### src/design/dfs_params.svh
/*
 Constants of the data-flash command sequencer: codes, indices, address
 layout and timing counts. Included by the package and the design modules.
*/
`ifndef DFS_PARAMS_SVH
`define DFS_PARAMS_SVH
`define DFS_CMD_PROGRAM 8'h11
`define DFS_CMD_ERASE 8'h12
`define DFS_IDX_CMD 3'h0
`define DFS_IDX_ADDR 3'h1
`define DFS_IDX_WORD0 3'h2
`define DFS_IDX_WORD3 3'h5
`define DFS_SEC_ADDR 23'h7fff0f
`define DFS_BLK_HI 7'h10
`define DFS_BLK_BASE 16'h0000
`define DFS_BLK_LAST 16'h1fff
`define DFS_SECT_BITS 8
`define DFS_RESET_SEQ_CYC 8'h10
`define DFS_PROG_CYC 8'h20
`define DFS_ERASE_CYC 8'h40
`define DFS_SEC_DEFAULT 8'hff
`endif

### src/design/dfs_pkg.sv
/*
 Types of the data-flash command sequencer.
 Assumes dfs_params.svh is on the include path.
*/
`include "dfs_params.svh"
package dfs_pkg;
  typedef enum logic [2:0] {
    DFS_RST_SEQ = 3'b000,
    DFS_IDLE = 3'b001,
    DFS_CHECK = 3'b011,
    DFS_WORK = 3'b010,
    DFS_VERIFY = 3'b110
  } dfs_state_e;

  typedef struct packed {
    logic access_error_flag;
    logic protection_violation_flag;
    logic verify_any_error_flag;
    logic verify_uncorrectable_flag;
  } dfs_err_s;

  typedef struct packed {
    logic req;
    logic erase;
    logic [22:0] addr;
    logic [15:0] data;
  } dfs_mem_s;
endpackage : dfs_pkg

### src/design/dfs_irq.sv
/*
 Interrupt request builder of the data-flash command sequencer.
 Assumes flags and enables come from the same clock domain.
*/
`timescale 1ns/100ps
`include "dfs_params.svh"
module dfs_irq (
  input wire logic clk,
  input wire logic reset,
  input wire logic command_complete_flag,
  input wire logic command_complete_irq_enable,
  input wire logic double_fault_flag,
  input wire logic double_fault_irq_enable,
  input wire logic single_fault_flag,
  input wire logic single_fault_irq_enable,
  output logic cmd_irq,
  output logic err_irq
);
  logic cmd_d;
  logic err_d;

  always_comb begin
    cmd_d = command_complete_flag & command_complete_irq_enable;
    err_d = (double_fault_flag & double_fault_irq_enable) | (single_fault_flag & single_fault_irq_enable);
  end

  always_ff @(posedge clk or posedge reset) begin
    if (reset) begin
      cmd_irq <= 1'b0;
      err_irq <= 1'b0;
    end else begin
      cmd_irq <= cmd_d;
      err_irq <= err_d;
    end
  end
endmodule : dfs_irq

### src/design/dfs_sequencer.sv
/*
 Data-flash command sequencer: indexed command object, launch by flag
 clear, checks, program and sector-erase via an external array port,
 verify flags, interrupts, stop hold-off and security load at reset.
 Assumes the array port answers each request with one-cycle MEM_DONE and
 that mode, protection and ECC fault inputs are synchronous to CLK.
*/
`timescale 1ns/100ps
`include "dfs_params.svh"
// Contract
// - Program: code 11, index 0/1 address
// - Words one to four from index 2-5
// - Program only if unprotected, else violation
// - Program index below 2 or above 5 errors
// - Invalid or odd address gives access error
// - Program run past block end errors
// - Verify after program, then set completion
// - Verify sets any-error and uncorrectable flags
// - Erase: code 12, index 1, valid even address in block
// - Erase whole sector, verify, then complete
// - Erase index other than 1 errors
// - Protected sector: violation, no erase
// - Command not allowed in mode errors
// - Command irq is flag and enable
// - Error irq from ECC flags and enables
// - Wait mode changes nothing
// - Stop waits for running command end
// - Security loaded from config byte at reset
// - New security byte needs next reset
// - Flag clear in reset; writes ignored
// - Reset aborts running command
module dfs_sequencer (
  input wire logic CLK,
  input wire logic RESET,
  input wire logic [2:0] COMMAND_INDEX_IN,
  input wire logic INDEX_WR,
  input wire logic [15:0] DATA_IN,
  input wire logic DATA_WR,
  input wire logic LAUNCH,
  input wire logic CLEAR_ERRORS,
  input wire logic COMMAND_COMPLETE_IRQ_ENABLE,
  input wire logic DOUBLE_FAULT_IRQ_ENABLE,
  input wire logic SINGLE_FAULT_IRQ_ENABLE,
  input wire logic DOUBLE_FAULT_SET,
  input wire logic SINGLE_FAULT_SET,
  input wire logic FAULT_CLEAR,
  input wire logic CMD_ALLOWED,
  input wire logic PROTECTED,
  input wire logic STOP_REQ,
  input wire logic WAIT_MODE,
  input wire logic [7:0] CONFIG_SEC_BYTE,
  input wire logic CONFIG_SEC_VALID,
  input wire logic MEM_DONE,
  input wire logic MEM_ERR,
  input wire logic MEM_UNCORR,
  output logic [2:0] COMMAND_INDEX,
  output logic COMMAND_COMPLETE_FLAG,
  output dfs_pkg::dfs_err_s ERR_FLAGS,
  output logic DOUBLE_FAULT_FLAG,
  output logic SINGLE_FAULT_FLAG,
  output logic [7:0] SECURITY_REG,
  output logic STOP_ACK,
  output dfs_pkg::dfs_mem_s MEM_REQ,
  output logic CMD_IRQ,
  output logic ERR_IRQ
);
  dfs_pkg::dfs_state_e st_q, st_d;
  logic [15:0] obj_q [0:5];
  logic [15:0] obj_d [0:5];
  logic [2:0] idx_q, idx_d, last_q, last_d;
  logic [2:0] cnt_q, cnt_d;
  logic [7:0] tmr_q, tmr_d;
  logic command_complete_flag_q, command_complete_flag_d, stop_q, stop_d, sec_ld_q, sec_ld_d;
  logic [7:0] sec_q, sec_d;
  dfs_pkg::dfs_err_s err_q, err_d;
  dfs_pkg::dfs_mem_s mem_q, mem_d;
  logic df_q, df_d, sf_q, sf_d;
  logic [7:0] code;
  logic [22:0] addr;
  logic prog, erase, bad_idx, bad_addr, past_end;

  always_comb begin
    code = obj_q[`DFS_IDX_CMD][15:8];
    addr = {obj_q[`DFS_IDX_CMD][6:0], obj_q[`DFS_IDX_ADDR]};
    prog = code == `DFS_CMD_PROGRAM;
    erase = code == `DFS_CMD_ERASE;
    bad_addr = (addr[22:16] != `DFS_BLK_HI) || addr[0]
      || (addr[15:0] > `DFS_BLK_LAST);
    // Last word address = start + 2*(count-1) must stay in block
    past_end = ({1'b0, addr[15:0]} + {13'h0, last_q - `DFS_IDX_WORD0, 1'b0})
      > {1'b0, `DFS_BLK_LAST};
    if (prog) begin
      bad_idx = (last_q < `DFS_IDX_WORD0) || (last_q > `DFS_IDX_WORD3);
    end else begin
      bad_idx = last_q != `DFS_IDX_ADDR;
    end
  end

  // One entry per command index 0 to 5; written only while idle
  for (genvar g = 0; g < 6; g++) begin : g_obj
    logic wr_en;
    always_comb begin
      wr_en = DATA_WR && (st_q == dfs_pkg::DFS_IDLE) && (idx_q == 3'(g));
      obj_d[g] = wr_en ? DATA_IN : obj_q[g];
    end

    always_ff @(posedge CLK or posedge RESET) begin
      if (RESET) begin
        obj_q[g] <= 16'h0000;
      end else begin
        obj_q[g] <= obj_d[g];
      end
    end
  end

  // Fault set wins over a clear in the same cycle
  always_comb begin
    df_d = DOUBLE_FAULT_SET | (df_q & ~FAULT_CLEAR);
    sf_d = SINGLE_FAULT_SET | (sf_q & ~FAULT_CLEAR);
  end

  always_ff @(posedge CLK or posedge RESET) begin
    if (RESET) begin
      df_q <= 1'b0;
      sf_q <= 1'b0;
    end else begin
      df_q <= df_d;
      sf_q <= sf_d;
    end
  end

  // Ack only once no command runs
  always_comb begin
    stop_d = STOP_REQ & command_complete_flag_q;
  end

  always_ff @(posedge CLK or posedge RESET) begin
    if (RESET) begin
      stop_q <= 1'b0;
    end else begin
      stop_q <= stop_d;
    end
  end

  // Sampled once per reset; later programming waits for reset
  always_comb begin
    sec_d = sec_q;
    sec_ld_d = sec_ld_q;
    if (st_q == dfs_pkg::DFS_RST_SEQ && CONFIG_SEC_VALID && !sec_ld_q) begin
      sec_d = CONFIG_SEC_BYTE;
      sec_ld_d = 1'b1;
    end
  end

  always_ff @(posedge CLK or posedge RESET) begin
    if (RESET) begin
      sec_q <= `DFS_SEC_DEFAULT;
      sec_ld_q <= 1'b0;
    end else begin
      sec_q <= sec_d;
      sec_ld_q <= sec_ld_d;
    end
  end

  always_comb begin
    st_d = st_q;
    idx_d = idx_q;
    last_d = last_q;
    cnt_d = cnt_q;
    tmr_d = tmr_q;
    command_complete_flag_d = command_complete_flag_q;
    err_d = err_q;
    mem_d = mem_q;
    mem_d.req = 1'b0;
    if (CLEAR_ERRORS && command_complete_flag_q) begin
      err_d.access_error_flag = 1'b0;
      err_d.protection_violation_flag = 1'b0;
    end
    // WAIT_MODE deliberately unused: operation is identical in wait
    unique case (st_q)
      dfs_pkg::DFS_RST_SEQ: begin
        tmr_d = tmr_q + 8'h01;
        if (tmr_q == `DFS_RESET_SEQ_CYC) begin
          command_complete_flag_d = 1'b1;
          st_d = dfs_pkg::DFS_IDLE;
        end
      end
      dfs_pkg::DFS_IDLE: begin
        // Object writes only while complete flag set
        if (INDEX_WR) begin
          idx_d = COMMAND_INDEX_IN;
          last_d = COMMAND_INDEX_IN;
        end
        if (LAUNCH && !STOP_REQ) begin
          command_complete_flag_d = 1'b0;
          err_d = '0;
          st_d = dfs_pkg::DFS_CHECK;
        end
      end
      dfs_pkg::DFS_CHECK: begin
        cnt_d = 3'h0;
        tmr_d = 8'h00;
        if (!(prog || erase) || !CMD_ALLOWED || bad_idx || bad_addr
            || (prog && past_end)) begin
          err_d.access_error_flag = 1'b1;
          command_complete_flag_d = 1'b1;
          st_d = dfs_pkg::DFS_IDLE;
        end else if (PROTECTED) begin
          err_d.protection_violation_flag = 1'b1;
          command_complete_flag_d = 1'b1;
          st_d = dfs_pkg::DFS_IDLE;
        end else begin
          st_d = dfs_pkg::DFS_WORK;
          mem_d.req = 1'b1;
          mem_d.erase = erase;
          mem_d.data = obj_q[`DFS_IDX_WORD0];
          if (erase) begin
            // Erase targets the sector base, address bits below cleared
            mem_d.addr = {addr[22:`DFS_SECT_BITS],
              `DFS_SECT_BITS'h0};
          end else begin
            mem_d.addr = addr;
          end
        end
      end
      dfs_pkg::DFS_WORK: begin
        if (MEM_DONE) begin
          if (!mem_q.erase && cnt_q + 3'h1 < last_q - 3'h1) begin
            cnt_d = cnt_q + 3'h1;
            mem_d.req = 1'b1;
            mem_d.addr = mem_q.addr + 23'h2;
            mem_d.data = obj_q[3'(`DFS_IDX_WORD0 + cnt_q + 3'h1)];
          end else begin
            st_d = dfs_pkg::DFS_VERIFY;
          end
        end
      end
      dfs_pkg::DFS_VERIFY: begin
        // Verify window; array reports error classes during it
        tmr_d = tmr_q + 8'h01;
        if (MEM_ERR) begin
          err_d.verify_any_error_flag = 1'b1;
        end
        if (MEM_UNCORR) begin
          err_d.verify_uncorrectable_flag = 1'b1;
        end
        if (tmr_q == (mem_q.erase ? `DFS_ERASE_CYC : `DFS_PROG_CYC)) begin
          command_complete_flag_d = 1'b1;
          st_d = dfs_pkg::DFS_IDLE;
        end
      end
      default: st_d = dfs_pkg::DFS_IDLE;
    endcase
  end

  // Async reset aborts any command; array content then undefined
  always_ff @(posedge CLK or posedge RESET) begin
    if (RESET) begin
      st_q <= dfs_pkg::DFS_RST_SEQ;
      idx_q <= 3'h0;
      last_q <= 3'h0;
      cnt_q <= 3'h0;
      tmr_q <= 8'h00;
      command_complete_flag_q <= 1'b0;
      err_q <= '0;
      mem_q <= '0;
    end else begin
      st_q <= st_d;
      idx_q <= idx_d;
      last_q <= last_d;
      cnt_q <= cnt_d;
      tmr_q <= tmr_d;
      command_complete_flag_q <= command_complete_flag_d;
      err_q <= err_d;
      mem_q <= mem_d;
    end
  end

  dfs_irq u_irq (
    .clk(CLK),
    .reset(RESET),
    .command_complete_flag(command_complete_flag_q),
    .command_complete_irq_enable(COMMAND_COMPLETE_IRQ_ENABLE),
    .double_fault_flag(df_q),
    .double_fault_irq_enable(DOUBLE_FAULT_IRQ_ENABLE),
    .single_fault_flag(sf_q),
    .single_fault_irq_enable(SINGLE_FAULT_IRQ_ENABLE),
    .cmd_irq(CMD_IRQ),
    .err_irq(ERR_IRQ)
  );

  always_comb begin
    COMMAND_INDEX = idx_q;
    COMMAND_COMPLETE_FLAG = command_complete_flag_q;
    ERR_FLAGS = err_q;
    DOUBLE_FAULT_FLAG = df_q;
    SINGLE_FAULT_FLAG = sf_q;
    SECURITY_REG = sec_q;
    STOP_ACK = stop_q;
    MEM_REQ = mem_q;
  end
endmodule : dfs_sequencer

### config.mk
export PLATFORM = sky130hd
export DESIGN_NAME = dfs_sequencer
export DESIGN_NICKNAME = d
export VERILOG_FILES = /design/src/design/dfs_pkg.sv /design/src/design/dfs_irq.sv /design/src/design/dfs_sequencer.sv
export VERILOG_INCLUDE_DIRS = /design/src /design/src/design
export SDC_FILE = /design/constraint.sdc
export NUM_CORES = 1
export LEC_CHECK = 0
export BUFFER_PORTS_ARGS = -buffer_cell sky130_fd_sc_hd__buf_2
export CELL_PAD_IN_SITES_DETAIL_PLACEMENT = 1
export CELL_PAD_IN_SITES_GLOBAL_PLACEMENT = 2
export CORE_ASPECT_RATIO = 1.25
export CORE_MARGIN = 2
export CORE_UTILIZATION = 42
export CTS_BUF_LIST = sky130_fd_sc_hd__clkbuf_4 sky130_fd_sc_hd__clkbuf_8 sky130_fd_sc_hd__clkbuf_16
export CTS_CLUSTER_SIZE = 30
export DETAILED_ROUTE_END_ITERATION = 10
export PLACE_DENSITY = 0.88
export SYNTH_ARGS = -nofsm -noshare
export SYNTH_HDL_FRONTEND = slang
export SYNTH_SLANG_ARGS = --single-unit
### constraint.sdc
create_clock -name CLK -period 10.1 [get_ports CLK]
set_input_delay 1.01 -clock CLK [delete_from_list [all_inputs] [get_ports CLK]]
set_output_delay 1.01 -clock CLK [all_outputs]
set_load 0.02 [all_outputs]
==> summary.txt, run 1 <==
STA
  • Total negative slack for setup checks: 0 ps
  • Number of max-slew violations in the final report: 0
  • Relative slew margins: 21.47%
  • Final period utilization: 42.63%
  • Highest Clock Rate: 232.2 MHz
  • Final min period: 4306 ps
  • Setup repair after global routing missed its margin: no
  • Final setup violating endpoints: 0
  • Setup clock skew after layout: 15.19 ps
  • Worst Tran Pin Value: 1177 ps
  • Final hold viol count: 0

Setup path
  • Data arrival time of the critical path: 4630 ps
  • Type of the worst setup path: reg -> reg
  • CP endpoint kind: flip-flop
  • Worst R2R Path Depth: 11
  • CP Max Fanout: 35
  • Element type at the critical path start: flip-flop
  • Required time at the endpoint of the critical path: 10420 ps

Cells and area
  • Number of nets in the finished design: 926
  • Commonest cells after routing, fill and taps aside: 164 x sky130_fd_sc_hd__dfrtp_1, 107 x sky130_fd_sc_hd__buf_2, 104 x sky130_fd_sc_hd__mux2_2
  • Layout overhead on the synthesized area: 16.00%
  • Finished layout cell area: 10130 um2
  • Proportion of layout cells with a drive suffix above 1: 34.59%
  • Leading cell type in the layout, fill and taps excluded: sky130_fd_sc_hd__dfrtp_1

Synthesis
  • Number of warning messages in the yosys log: 0
  • Synth cell types: 68
  • Net count after synthesis: 826
  • Proportion of register bits with asynchronous set or reset after synthesis: 100.0%
  • Mean cell area of the mapped netlist: 11.49 um2
  • Top_reg_cell synth: sky130_fd_sc_hd__dfrtp_1
  • Number of enable-type register cells in the synthesized netlist: 0
  • Post-Syn Area: 8736 um2
  • Flip-flop and latch count after synthesis: 173
  • Mapped Cells: 760
  • Fraction of the yosys area taken by sequential cells: 49.67%

Drt
  • Initial DRC count: 334
  • Final wirelength: 23.78 mm
  • DRT Pass-1 Iters: 4
  • Via count: 6500
  • Vias per cell: 5.662
  • Number of antenna-violating nets in the routed design: 0
  • Count of unresolved DRC violations after routing: 0
  • DR WL/cell: 20.71 um

Placement
  • IO buf count: 107
  • HPWL Detailed: 15.71 mm
  • Routability congestion estimate from global placement: 0.7698
  • Cell Area, Placed: 9565 um2

Min path
  • Cell depth of the worst min-delay path: 1
  • Worst Hold Class: reg -> reg

CTS
  • Clock root buffer: sky130_fd_sc_hd__clkbuf_16
  • Worst-path clk slew: 70 ps
  • Source-to-sink clock delay at the later pin of the worst-skew pair: 440 ps
  • H-tree depth: 4
  • TritonCTS clock tree: done
  • Number of sinks on the clock net: 173
  • Number of buffers on the longest clock path: 2
  • Total of cells resized after clock tree synthesis: 0
  • Buffers inserted by post-CTS timing repair: 0
  • Total of hold buffers inserted after clock tree synthesis: 0
  • Number of buffers inserted during clock tree synthesis: 17

Global routing
  • Antenna violations before repair: 1
  • Total congestion overflow after global routing: 0
  • Wire length of the first global-routing pass: 37.92 mm
  • Number of global-route vias before repair: 6803
  • Largest net degree at the start of global routing: 103
  • Overall routing resource usage: 22.43%

Pwr
  • Net Switching: 854.0 uW
  • P_leak: 0.004889 uW
  • Fraction of power spent switching nets: 39.29%
  • Power per cell area: 214.5 nW/um2
  • Maximum vdd drop: 139.3 uV
  • Combinational fraction of design power: 33.2%
  • Internal power contribution: 1320 uW
  • Sequential cell fraction of total power: 37.5%
  • Clock share of power: 29.3%

Run status
  • Status: finished clean

Die
  • Die outline area: 21980 um2
  • Starting density of the core: 42.42%
  • Width of the die: 133.0 um
  • Area of the core: 20600 um2
  • Count of pins on the block boundary: 109
  • Die height: 165.2 um
  • Site row count: 59

Run
  • Max cap viols: 0
==> Yosys cell counts (2+ instances only) <==
cell type	number	area (um2)
sky130_fd_sc_hd__nand3b_1	3	22.52
sky130_fd_sc_hd__nand2b_1	6	37.54
sky130_fd_sc_hd__a21oi_1	17	85.08
sky130_fd_sc_hd__dfrtp_1	165	4129
sky130_fd_sc_hd__mux2i_1	18	180.2
sky130_fd_sc_hd__dfstp_2	8	210.2
sky130_fd_sc_hd__xnor2_1	2	17.52
sky130_fd_sc_hd__o32ai_1	3	26.28
sky130_fd_sc_hd__nor3_1	25	125.1
sky130_fd_sc_hd__nand3_1	30	150.1
sky130_fd_sc_hd__nor4b_1	3	26.28
sky130_fd_sc_hd__a31oi_1	11	68.82
sky130_fd_sc_hd__mux2_1	8	90.09
sky130_fd_sc_hd__buf_6	2	22.52
sky130_fd_sc_hd__clkbuf_1	25	93.84
sky130_fd_sc_hd__mux4_2	16	360.4
sky130_fd_sc_hd__nand2_1	68	255.2
sky130_fd_sc_hd__and2_1	19	118.9
sky130_fd_sc_hd__o22ai_1	3	18.77
sky130_fd_sc_hd__mux2_2	104	1171
sky130_fd_sc_hd__or3_1	3	18.77
sky130_fd_sc_hd__o21ai_0	54	270.3
sky130_fd_sc_hd__o2bb2ai_1	2	17.52
sky130_fd_sc_hd__a22o_1	5	43.79
sky130_fd_sc_hd__nor4_2	2	25.02
sky130_fd_sc_hd__and3_1	7	43.79
sky130_fd_sc_hd__inv_1	17	63.81
sky130_fd_sc_hd__ha_1	18	225.2
sky130_fd_sc_hd__xor2_1	2	17.52
sky130_fd_sc_hd__o21ai_1	6	30.03
sky130_fd_sc_hd__nand4_1	5	31.28
sky130_fd_sc_hd__a21o_1	8	60.06
sky130_fd_sc_hd__mux2_4	10	150.1
sky130_fd_sc_hd__buf_1	2	7.510
sky130_fd_sc_hd__nor2_1	38	142.6
sky130_fd_sc_hd__a211o_1	2	17.52
sky130_fd_sc_hd__a2111oi_0	2	17.52
sky130_fd_sc_hd__o31ai_1	2	15.01
sky130_fd_sc_hd__buf_2	6	30.03
sky130_fd_sc_hd__nor4_1	3	18.77
sky130_fd_sc_hd__or2_2	2	12.51
sky130_fd_sc_hd__o2111ai_1	2	17.52
==> final cells by class <==
cell class	instances	area, um2
Clock buffer	20	466.7
Timing Repair Buffer	116	603.1
Clock inverter	12	98.84
Antenna cell	1	2.502
Inverter	19	76.32
Tap cell	274	342.8
Multi-Input combinational cell	533	4203
Sequential cell	173	4340
Fill cell	2202	10460
==> stage by stage <==
step	total power [uW]	cells	hold slack [ps]	util [%]	setup slack, ps
detailed placement	1555	1115	453.1	46.44	5715
global placement	1541	1115	450.0	46.44	5714
global route	2294	1148	504.8	49.20	5435
CTS	2195	1147	473.9	49.19	5685
finish	2173	1148	468.1	49.20	5794
floorplan	1320	760	435.4	-	4415
==> state kept, by name (all words and copies together), names as in the netlist <==
signal / flops
u_irq.err_irq: 1
ERR_FLAGS: 4
u_irq.cmd_irq: 1
cnt_q: 3
addr: 23
obj_q: 65
sec_ld_q: 1
SINGLE_FAULT_FLAG: 1
DOUBLE_FAULT_FLAG: 1
SECURITY_REG: 8
STOP_ACK: 1
tmr_q: 8
MEM_REQ: 41
last_q: 3
COMMAND_COMPLETE_FLAG: 1
st_q: 3
code: 8
==> critical path, stage by stage (launching register included) <==
cell	delay (ps)
sky130_fd_sc_hd__dfrtp_2	340
sky130_fd_sc_hd__buf_4	530
sky130_fd_sc_hd__inv_1	180
sky130_fd_sc_hd__ha_1	1000
sky130_fd_sc_hd__ha_1	370
sky130_fd_sc_hd__a21oi_1	160
sky130_fd_sc_hd__o21ai_0	130
sky130_fd_sc_hd__nor2_1	120
sky130_fd_sc_hd__buf_4	210
sky130_fd_sc_hd__nor2_4	70
sky130_fd_sc_hd__inv_2	670
sky130_fd_sc_hd__mux2_1	390
==> final timing paths <==
check / start / to / slack, ps
max: cnt_q[0] / MEM_REQ[1] / 5790
min: sec_ld_q / sec_ld_q / 470
max reg2reg: cnt_q[0] / MEM_REQ[1] / 5790
min reg2reg: sec_ld_q / sec_ld_q / 470
max in group asynchronous: RESET / obj_q[37] / 7760
min in group asynchronous: RESET / MEM_REQ[20] / 770
==> cells by family after synthesis <==
group / after synthesis / synth area share [%]
AOI/OAI and AO/OA: 131 / 9.482
xor gates and xnor gates: 4 / 0.4011
buffers and inverters: 54 / 2.578
and+or+nand+nor: 223 / 12.72
adders and majority gates: 19 / 2.807
DFF: 173 / 49.67
muxes: 156 / 22.34
==> metal layers <==
layer  track usage (%)  part of all wire (%)
met2             40.30                    52
met5                 0                     0
met3             3.419                   3.3
met1             27.78                    43
met4             7.331                   1.5
==> power groups by stage <==
| stage | logic, uW | registers (uW) | clock network (uW) |
|---|---|---|---|
| global route | 792 | 825 | 678 |
| global placement | 717 | 825 | 0 |
| detailed placement | 728 | 827 | 0 |
| floorplan | 476 | 843 | 0 |
| finish | 722 | 814 | 638 |
| CTS | 730 | 814 | 650 |
Note: power is estimated with default switching activity, not from simulation.
==> run 2, diff against run 1 <==
- CORE_UTILIZATION: 42 -> 35
- PLACE_DENSITY: 0.88 -> 0.78
- clock period: 10.1 -> 3.83 ns (I/O delays scaled with it)
==> summary.txt, run 2 (synthesized netlist as in run 1, its figures left out) <==
CTS
  • Worst-path clk slew: 70 ps (about the same)
  • Total of hold buffers inserted after clock tree synthesis: 0 (unchanged)
  • Buffers inserted by post-CTS timing repair: 0 (unchanged)
  • Number of sinks on the clock net: 173 (unchanged)
  • Number of buffers inserted during clock tree synthesis: 17 (unchanged)
  • Total of cells resized after clock tree synthesis: 0 (unchanged)
  • TritonCTS clock tree: done
  • H-tree depth: 4 (unchanged)
  • Clock root buffer: sky130_fd_sc_hd__clkbuf_16
  • Number of buffers on the longest clock path: 2 (unchanged)
  • Source-to-sink clock delay at the later pin of the worst-skew pair: 450 ps (about the same)

Global routing
  • Largest net degree at the start of global routing: 66 (-36%)
  • Wire length of the first global-routing pass: 39.35 mm (+3.8%)
  • Number of global-route vias before repair: 6979 (+2.6%)
  • Overall routing resource usage: 19.01% (-3.4 points)
  • Antenna violations before repair: 0 (-1)
  • Total congestion overflow after global routing: 0 (unchanged)

Pwr
  • Internal power contribution: 3490 uW (+160%)
  • P_leak: 0.004952 uW (+1.3%)
  • Sequential cell fraction of total power: 36.8% (-0.7 points)
  • Net Switching: 2351 uW (+180%)
  • Maximum vdd drop: 374.6 uV (+170%)
  • Total chip power: 5842 uW (+170%)
  • Clock share of power: 29.6% (+0.3 points)
  • Power per cell area: 567.1 nW/um2 (+160%)
  • Combinational fraction of design power: 33.6% (+0.4 points)
  • Fraction of power spent switching nets: 40.25% (+0.96 points)

Setup path
  • CP endpoint kind: flip-flop
  • Required time at the endpoint of the critical path: 4150 ps (-6270 ps)
  • Worst R2R Path Depth: 12 (+1)
  • Reg-to-Reg Start: last_q[1]
  • Worst R2R Setup Slack: 470 ps (-5320 ps)
  • Element type at the critical path start: flip-flop
  • Data arrival time of the critical path: 3680 ps (-950 ps)
  • End of the worst register-to-register path: MEM_REQ[18]
  • CP Max Fanout: 34 (-2.9%)
  • Type of the worst setup path: reg -> reg

Die
  • Starting density of the core: 35.65% (-6.8 points)
  • Width of the die: 145.3 um (+9.3%)
  • Site row count: 64 (+8.5%)
  • Die outline area: 26250 um2 (+19%)
  • Die height: 180.6 um (+9.3%)
  • Area of the core: 24500 um2 (+19%)
  • Count of pins on the block boundary: 109 (unchanged)

Drt
  • WL met1: 10.67 mm (+4.8%)
  • Routed met2 length: 12.48 mm (+0.27%)
  • DR WL/cell: 19.79 um (-4.4%)
  • Via count: 6489 (-0.17%)
  • Vias per cell: 5.345 (-5.6%)
  • Final wirelength: 24.03 mm (+1.1%)
  • Uppermost signal routing layer after detailed routing: met4
  • Count of unresolved DRC violations after routing: 0 (unchanged)
  • DRT Pass-1 Iters: 4 (unchanged)
  • Total length of routed met3 wires: 627 um (-20%)
  • Initial DRC count: 359 (+7.5%)
  • Number of antenna-violating nets in the routed design: 0 (unchanged)

STA
  • Highest Clock Rate: 297.9 MHz (+28%)
  • Total negative slack for setup checks: 0 ps (unchanged)
  • Relative slew margins: 39.55% (+18 points)
  • Number of max-slew violations in the final report: 0 (unchanged)
  • Min setup slack post-route: 473.2 ps (-5321 ps)
  • Final hold viol count: 0 (unchanged)
  • Final min period: 3357 ps (-949.1 ps)
  • Setup repair after global routing missed its margin: no
  • Final period utilization: 87.64% (+45 points)
  • Worst Tran Pin Value: 904.6 ps (-272.1 ps)
  • Final setup violating endpoints: 0 (unchanged)
  • Setup clock skew after layout: 9.966 ps (-5.223 ps)

Placement
  • Post-placement worst setup slack: 443.2 ps (-5272 ps)
  • Routability congestion estimate from global placement: 0.7780 (+1.1%)
  • IO buf count: 107 (unchanged)
  • HPWL Detailed: 16.72 mm (+6.4%)

Cells and area
  • Number of antenna diodes: 0 (-1)
  • Commonest cells after routing, fill and taps aside: 164 x sky130_fd_sc_hd__dfrtp_1, 107 x sky130_fd_sc_hd__buf_2, 104 x sky130_fd_sc_hd__mux2_2
  • Layout overhead on the synthesized area: 17.90%
  • Leading cell type in the layout, fill and taps excluded: sky130_fd_sc_hd__dfrtp_1
  • Proportion of layout cells with a drive suffix above 1: 35.18% (+0.59 points)
  • Core utilization of the finished layout: 42.03% (-7.2 points)
  • Number of flip-flops in the largest register: 65 (unchanged)
  • Number of nets in the finished design: 937 (+1.2%)
  • Top register by number of flip-flops: obj_q

Min path
  • Worst Hold Class: in -> async

Run status
  • Status: finished clean

Run
  • Max cap viols: 0 (unchanged)
## run 2: critical path: stages, from the launching register on
cell and delay (ps):
sky130_fd_sc_hd__dfrtp_1 420, sky130_fd_sc_hd__inv_1 190, sky130_fd_sc_hd__ha_1 340, sky130_fd_sc_hd__inv_1 50, sky130_fd_sc_hd__ha_1 290, sky130_fd_sc_hd__a21oi_1 80
sky130_fd_sc_hd__nor4_2 460, sky130_fd_sc_hd__o41ai_4 170, sky130_fd_sc_hd__nor4_2 460, sky130_fd_sc_hd__nor2_4 80, sky130_fd_sc_hd__inv_2 80, sky130_fd_sc_hd__buf_12 240
sky130_fd_sc_hd__mux2_1 350
## run 2: through the flow
| stage | std cells | hold slack [ps] | area [um2] |
|---|---|---|---|
| detailed placement | 1182 | 458.7 | 9721 |
| global placement | 1182 | 451.1 | 9721 |
| CTS | 1214 | 88.20 | 10300 |
| finish | 1214 | 58.74 | 10300 |
| global route | 1214 | 105.4 | 10300 |
| floorplan | 760 | 435.4 | 8740 |
## run 2: area by class of cell
type / instances / area, um2
fillers: 2741 / 14200
well taps: 330 / 412.9
clock inverters: 15 / 153.9
clock buffers: 17 / 425.4
flip-flops and latches: 173 / 4340
repair buffers: 127 / 710.7
inverters: 19 / 75.07
multi-input cells: 533 / 4182
## run 2: how the worst max path moves through the flow
| stage | from | end | slack (ps) | cells past startpoint |
|---|---|---|---|---|
| floorplan | cnt_q[0] | MEM_REQ[1] | 240 | 13 |
| global placement | last_q[1] | MEM_REQ[15] | 520 | 12 |
| detailed placement | last_q[1] | MEM_REQ[18] | 440 | 12 |
| CTS | last_q[1] | MEM_REQ[18] | 420 | 12 |
| global route | last_q[1] | MEM_REQ[0] | 200 | 12 |
| finish | last_q[1] | MEM_REQ[18] | 470 | 12 |
## run 2: metal layers
layer,track usage (%),vias to the layer above
li1,-,2985
met1,24.00,3381
met2,33.90,107
met3,3.139,16
met4,4.784,0
met5,0,-
## run 2: power by group through the flow
stage,Clock [uW],Sequential (uW),Combinational [uW]
2_1_floorplan,0,2220,1260
3_3_place_gp,0,2180,1960
3_5_place_dp,0,2180,2010
4_1_cts,1780,2150,2010
5_1_grt,1840,2180,2160
6_report,1730,2150,1970
==> run 3, diff against run 2 <==
- PLACE_DENSITY: 0.78 -> 0.81
==> summary.txt, run 3 (synthesized netlist as in run 1, its figures left out) <==
Run status
  • Status: finished clean

Placement
  • HPWL Detailed: 17.00 mm (+1.7%)
  • Post-placement worst setup slack: 434.7 ps (-8.478 ps)
  • Cell Area, Placed: 9701 um2 (-0.21%)
  • IO buf count: 107 (unchanged)
  • Placed Cells incl. Taps: 1181 (-0.085%)
  • Routability congestion estimate from global placement: 0.8025 (+3.1%)

STA
  • Worst Tran Pin Value: 881.0 ps (-23.61 ps)
  • Setup repair after global routing missed its margin: no
  • Final hold viol count: 0 (unchanged)
  • Worst hold slack: 105.9 ps (+47.16 ps)
  • Total negative slack for setup checks: 0 ps (unchanged)
  • Final period utilization: 88.51% (+0.87 points)
  • Highest Clock Rate: 295.0 MHz (-0.98%)
  • Setup clock skew after layout: 19.62 ps (+9.652 ps)
  • Relative slew margins: 41.13% (+1.6 points)
  • Min setup slack post-route: 440.0 ps (-33.20 ps)
  • Final setup violating endpoints: 0 (unchanged)
  • Final min period: 3390 ps (+33.20 ps)
  • Number of max-slew violations in the final report: 0 (unchanged)

Global routing
  • Largest net degree at the start of global routing: 122 (+85%)
  • Antenna violations before repair: 0 (unchanged)
  • Overall routing resource usage: 19.15% (+0.14 points)
  • Total congestion overflow after global routing: 0 (unchanged)
  • Wire length of the first global-routing pass: 39.56 mm (+0.53%)
  • Number of global-route vias before repair: 7063 (+1.2%)

CTS
  • Number of sinks on the clock net: 173 (unchanged)
  • H-tree depth: 4 (unchanged)
  • Worst-path clk slew: 80 ps (about the same)
  • Clock root buffer: sky130_fd_sc_hd__clkbuf_16
  • TritonCTS clock tree: done
  • Number of buffers on the longest clock path: 2 (unchanged)
  • Source-to-sink clock delay at the later pin of the worst-skew pair: 440 ps (about the same)
  • Number of buffers inserted during clock tree synthesis: 17 (unchanged)

Setup path
  • Worst setup startpoint: last_q[1]
  • Worst R2R Setup Slack: 440 ps (-30 ps)
  • Required time at the endpoint of the critical path: 4150 ps (about the same)
  • Worst R2R Path Depth: 12 (unchanged)
  • Top delay family on crit path: simple AND/OR/NAND/NOR gates
  • CP endpoint kind: flip-flop
  • CP Max Fanout: 21 (-38%)
  • Reg-to-Reg Start: last_q[1]
  • Type of the worst setup path: reg -> reg
  • Critical path cell sequence: inv_1, ha_1, inv_1, ha_1, a21oi_1, nor4_2, o41ai_4, nor4_2, nor2_4, inv_2, buf_4, mux2_1
  • Library cell contributing the largest single delay on the critical path: sky130_fd_sc_hd__nor4_2
  • Crit path largest cell delay: 450 ps (about the same)
  • Element type at the critical path start: flip-flop
  • Data arrival time of the critical path: 3710 ps (+30 ps)
  • Combined buffer and inverter count along the critical path: 4 (unchanged)
  • Number of gates on the worst path with buffers counted: 12 (unchanged)

Cells and area
  • Top register by number of flip-flops: obj_q
  • Number of antenna diodes: 0 (unchanged)
  • Filler cell count: 2714 (-0.99%)
  • Number of flip-flops in the largest register: 65 (unchanged)
  • Layout overhead on the synthesized area: 17.92% (about the same)
  • Finished layout cell area: 10300 um2 (about the same)
  • Commonest cells after routing, fill and taps aside: 164 x sky130_fd_sc_hd__dfrtp_1, 107 x sky130_fd_sc_hd__buf_2, 104 x sky130_fd_sc_hd__mux2_2
  • Non-filler instance count after layout: 1214 (unchanged)
  • Leading cell type in the layout, fill and taps excluded: sky130_fd_sc_hd__dfrtp_1
  • Proportion of layout cells with a drive suffix above 1: 35.07% (-0.11 points)
  • Number of nets in the finished design: 937 (unchanged)

Pwr
  • P_leak: 0.004952 uW (about the same)
  • Power per cell area: 569.0 nW/um2 (+0.33%)
  • Maximum vdd drop: 370.5 uV (-1.1%)

Drt
  • Total length of routed met3 wires: 791 um (+26%)
  • Vias per cell: 5.385 (+0.74%)
  • WL met1: 10.76 mm (+0.84%)
  • Number of antenna-violating nets in the routed design: 0 (unchanged)
  • Count of unresolved DRC violations after routing: 0 (unchanged)
  • Via count: 6537 (+0.74%)
  • Final wirelength: 24.46 mm (+1.8%)
  • Initial DRC count: 235 (-35%)
  • DRT Pass-1 Iters: 4 (unchanged)
  • Uppermost signal routing layer after detailed routing: met4
  • Routed met2 length: 12.57 mm (+0.76%)
  • DR WL/cell: 20.15 um (+1.8%)

Die
  • Site row count: 64 (unchanged)
  • Die outline area: 26250 um2 (unchanged)
  • Starting density of the core: 35.65% (unchanged)
  • Area of the core: 24500 um2 (unchanged)
  • Width of the die: 145.3 um (unchanged)
  • Count of pins on the block boundary: 109 (unchanged)
  • Die height: 180.6 um (unchanged)

Min path
  • HP Start: DOUBLE_FAULT_SET
  • Cell depth of the worst min-delay path: 2
  • Worst Hold Class: in -> reg

Run
  • Max cap viols: 0 (unchanged)
[run 3: metal layers]
layer	vias to the layer above	global-route usage [%]
met1	3408	24.48
met3	22	3.392
met5	-	0
li1	2990	-
met4	0	5.255
met2	117	33.40
[run 3: stage by stage]
step,util (%),total power (uW)
floorplan,-,3480
global route,42.04,6181
CTS,42.04,5926
detailed placement,39.59,4164
finish,42.04,5861
global placement,39.59,4114
[run 3: cell type report]
cell class / count / area, um2 / share of cell area (%)
Timing Repair Buffer: 127 / 700.7 / 6.802
Inverter: 19 / 75.07 / 0.7288
Clock inverter: 15 / 165.2 / 1.603
Multi-Input combinational cell: 533 / 4182 / 40.59
Sequential cell: 173 / 4340 / 42.14
Clock buffer: 17 / 425.4 / 4.130
Tap cell: 330 / 412.9 / 4.008
[run 3: final timing paths]
check	endpoint
max	MEM_REQ[0]
min	DOUBLE_FAULT_FLAG
max reg2reg	MEM_REQ[0]
min reg2reg	sec_ld_q
max in group asynchronous	code[2]
min in group asynchronous	MEM_REQ[40]
[run 3: power breakdown]
part	total (uW)	switching (uW)	internal, uW
combinational	1940	1310	627
sequential	2180	194	1990
clock	1740	863	879
total	5860	2370	3490
[run 3: what timing repair did]
item,4_1_cts,5_1_grt
endpoints found under the hold margin,20,0
hold buffers,1,0
resized for setup,0,0
setup buffers,0,0
setup endpoints to repair,0,0
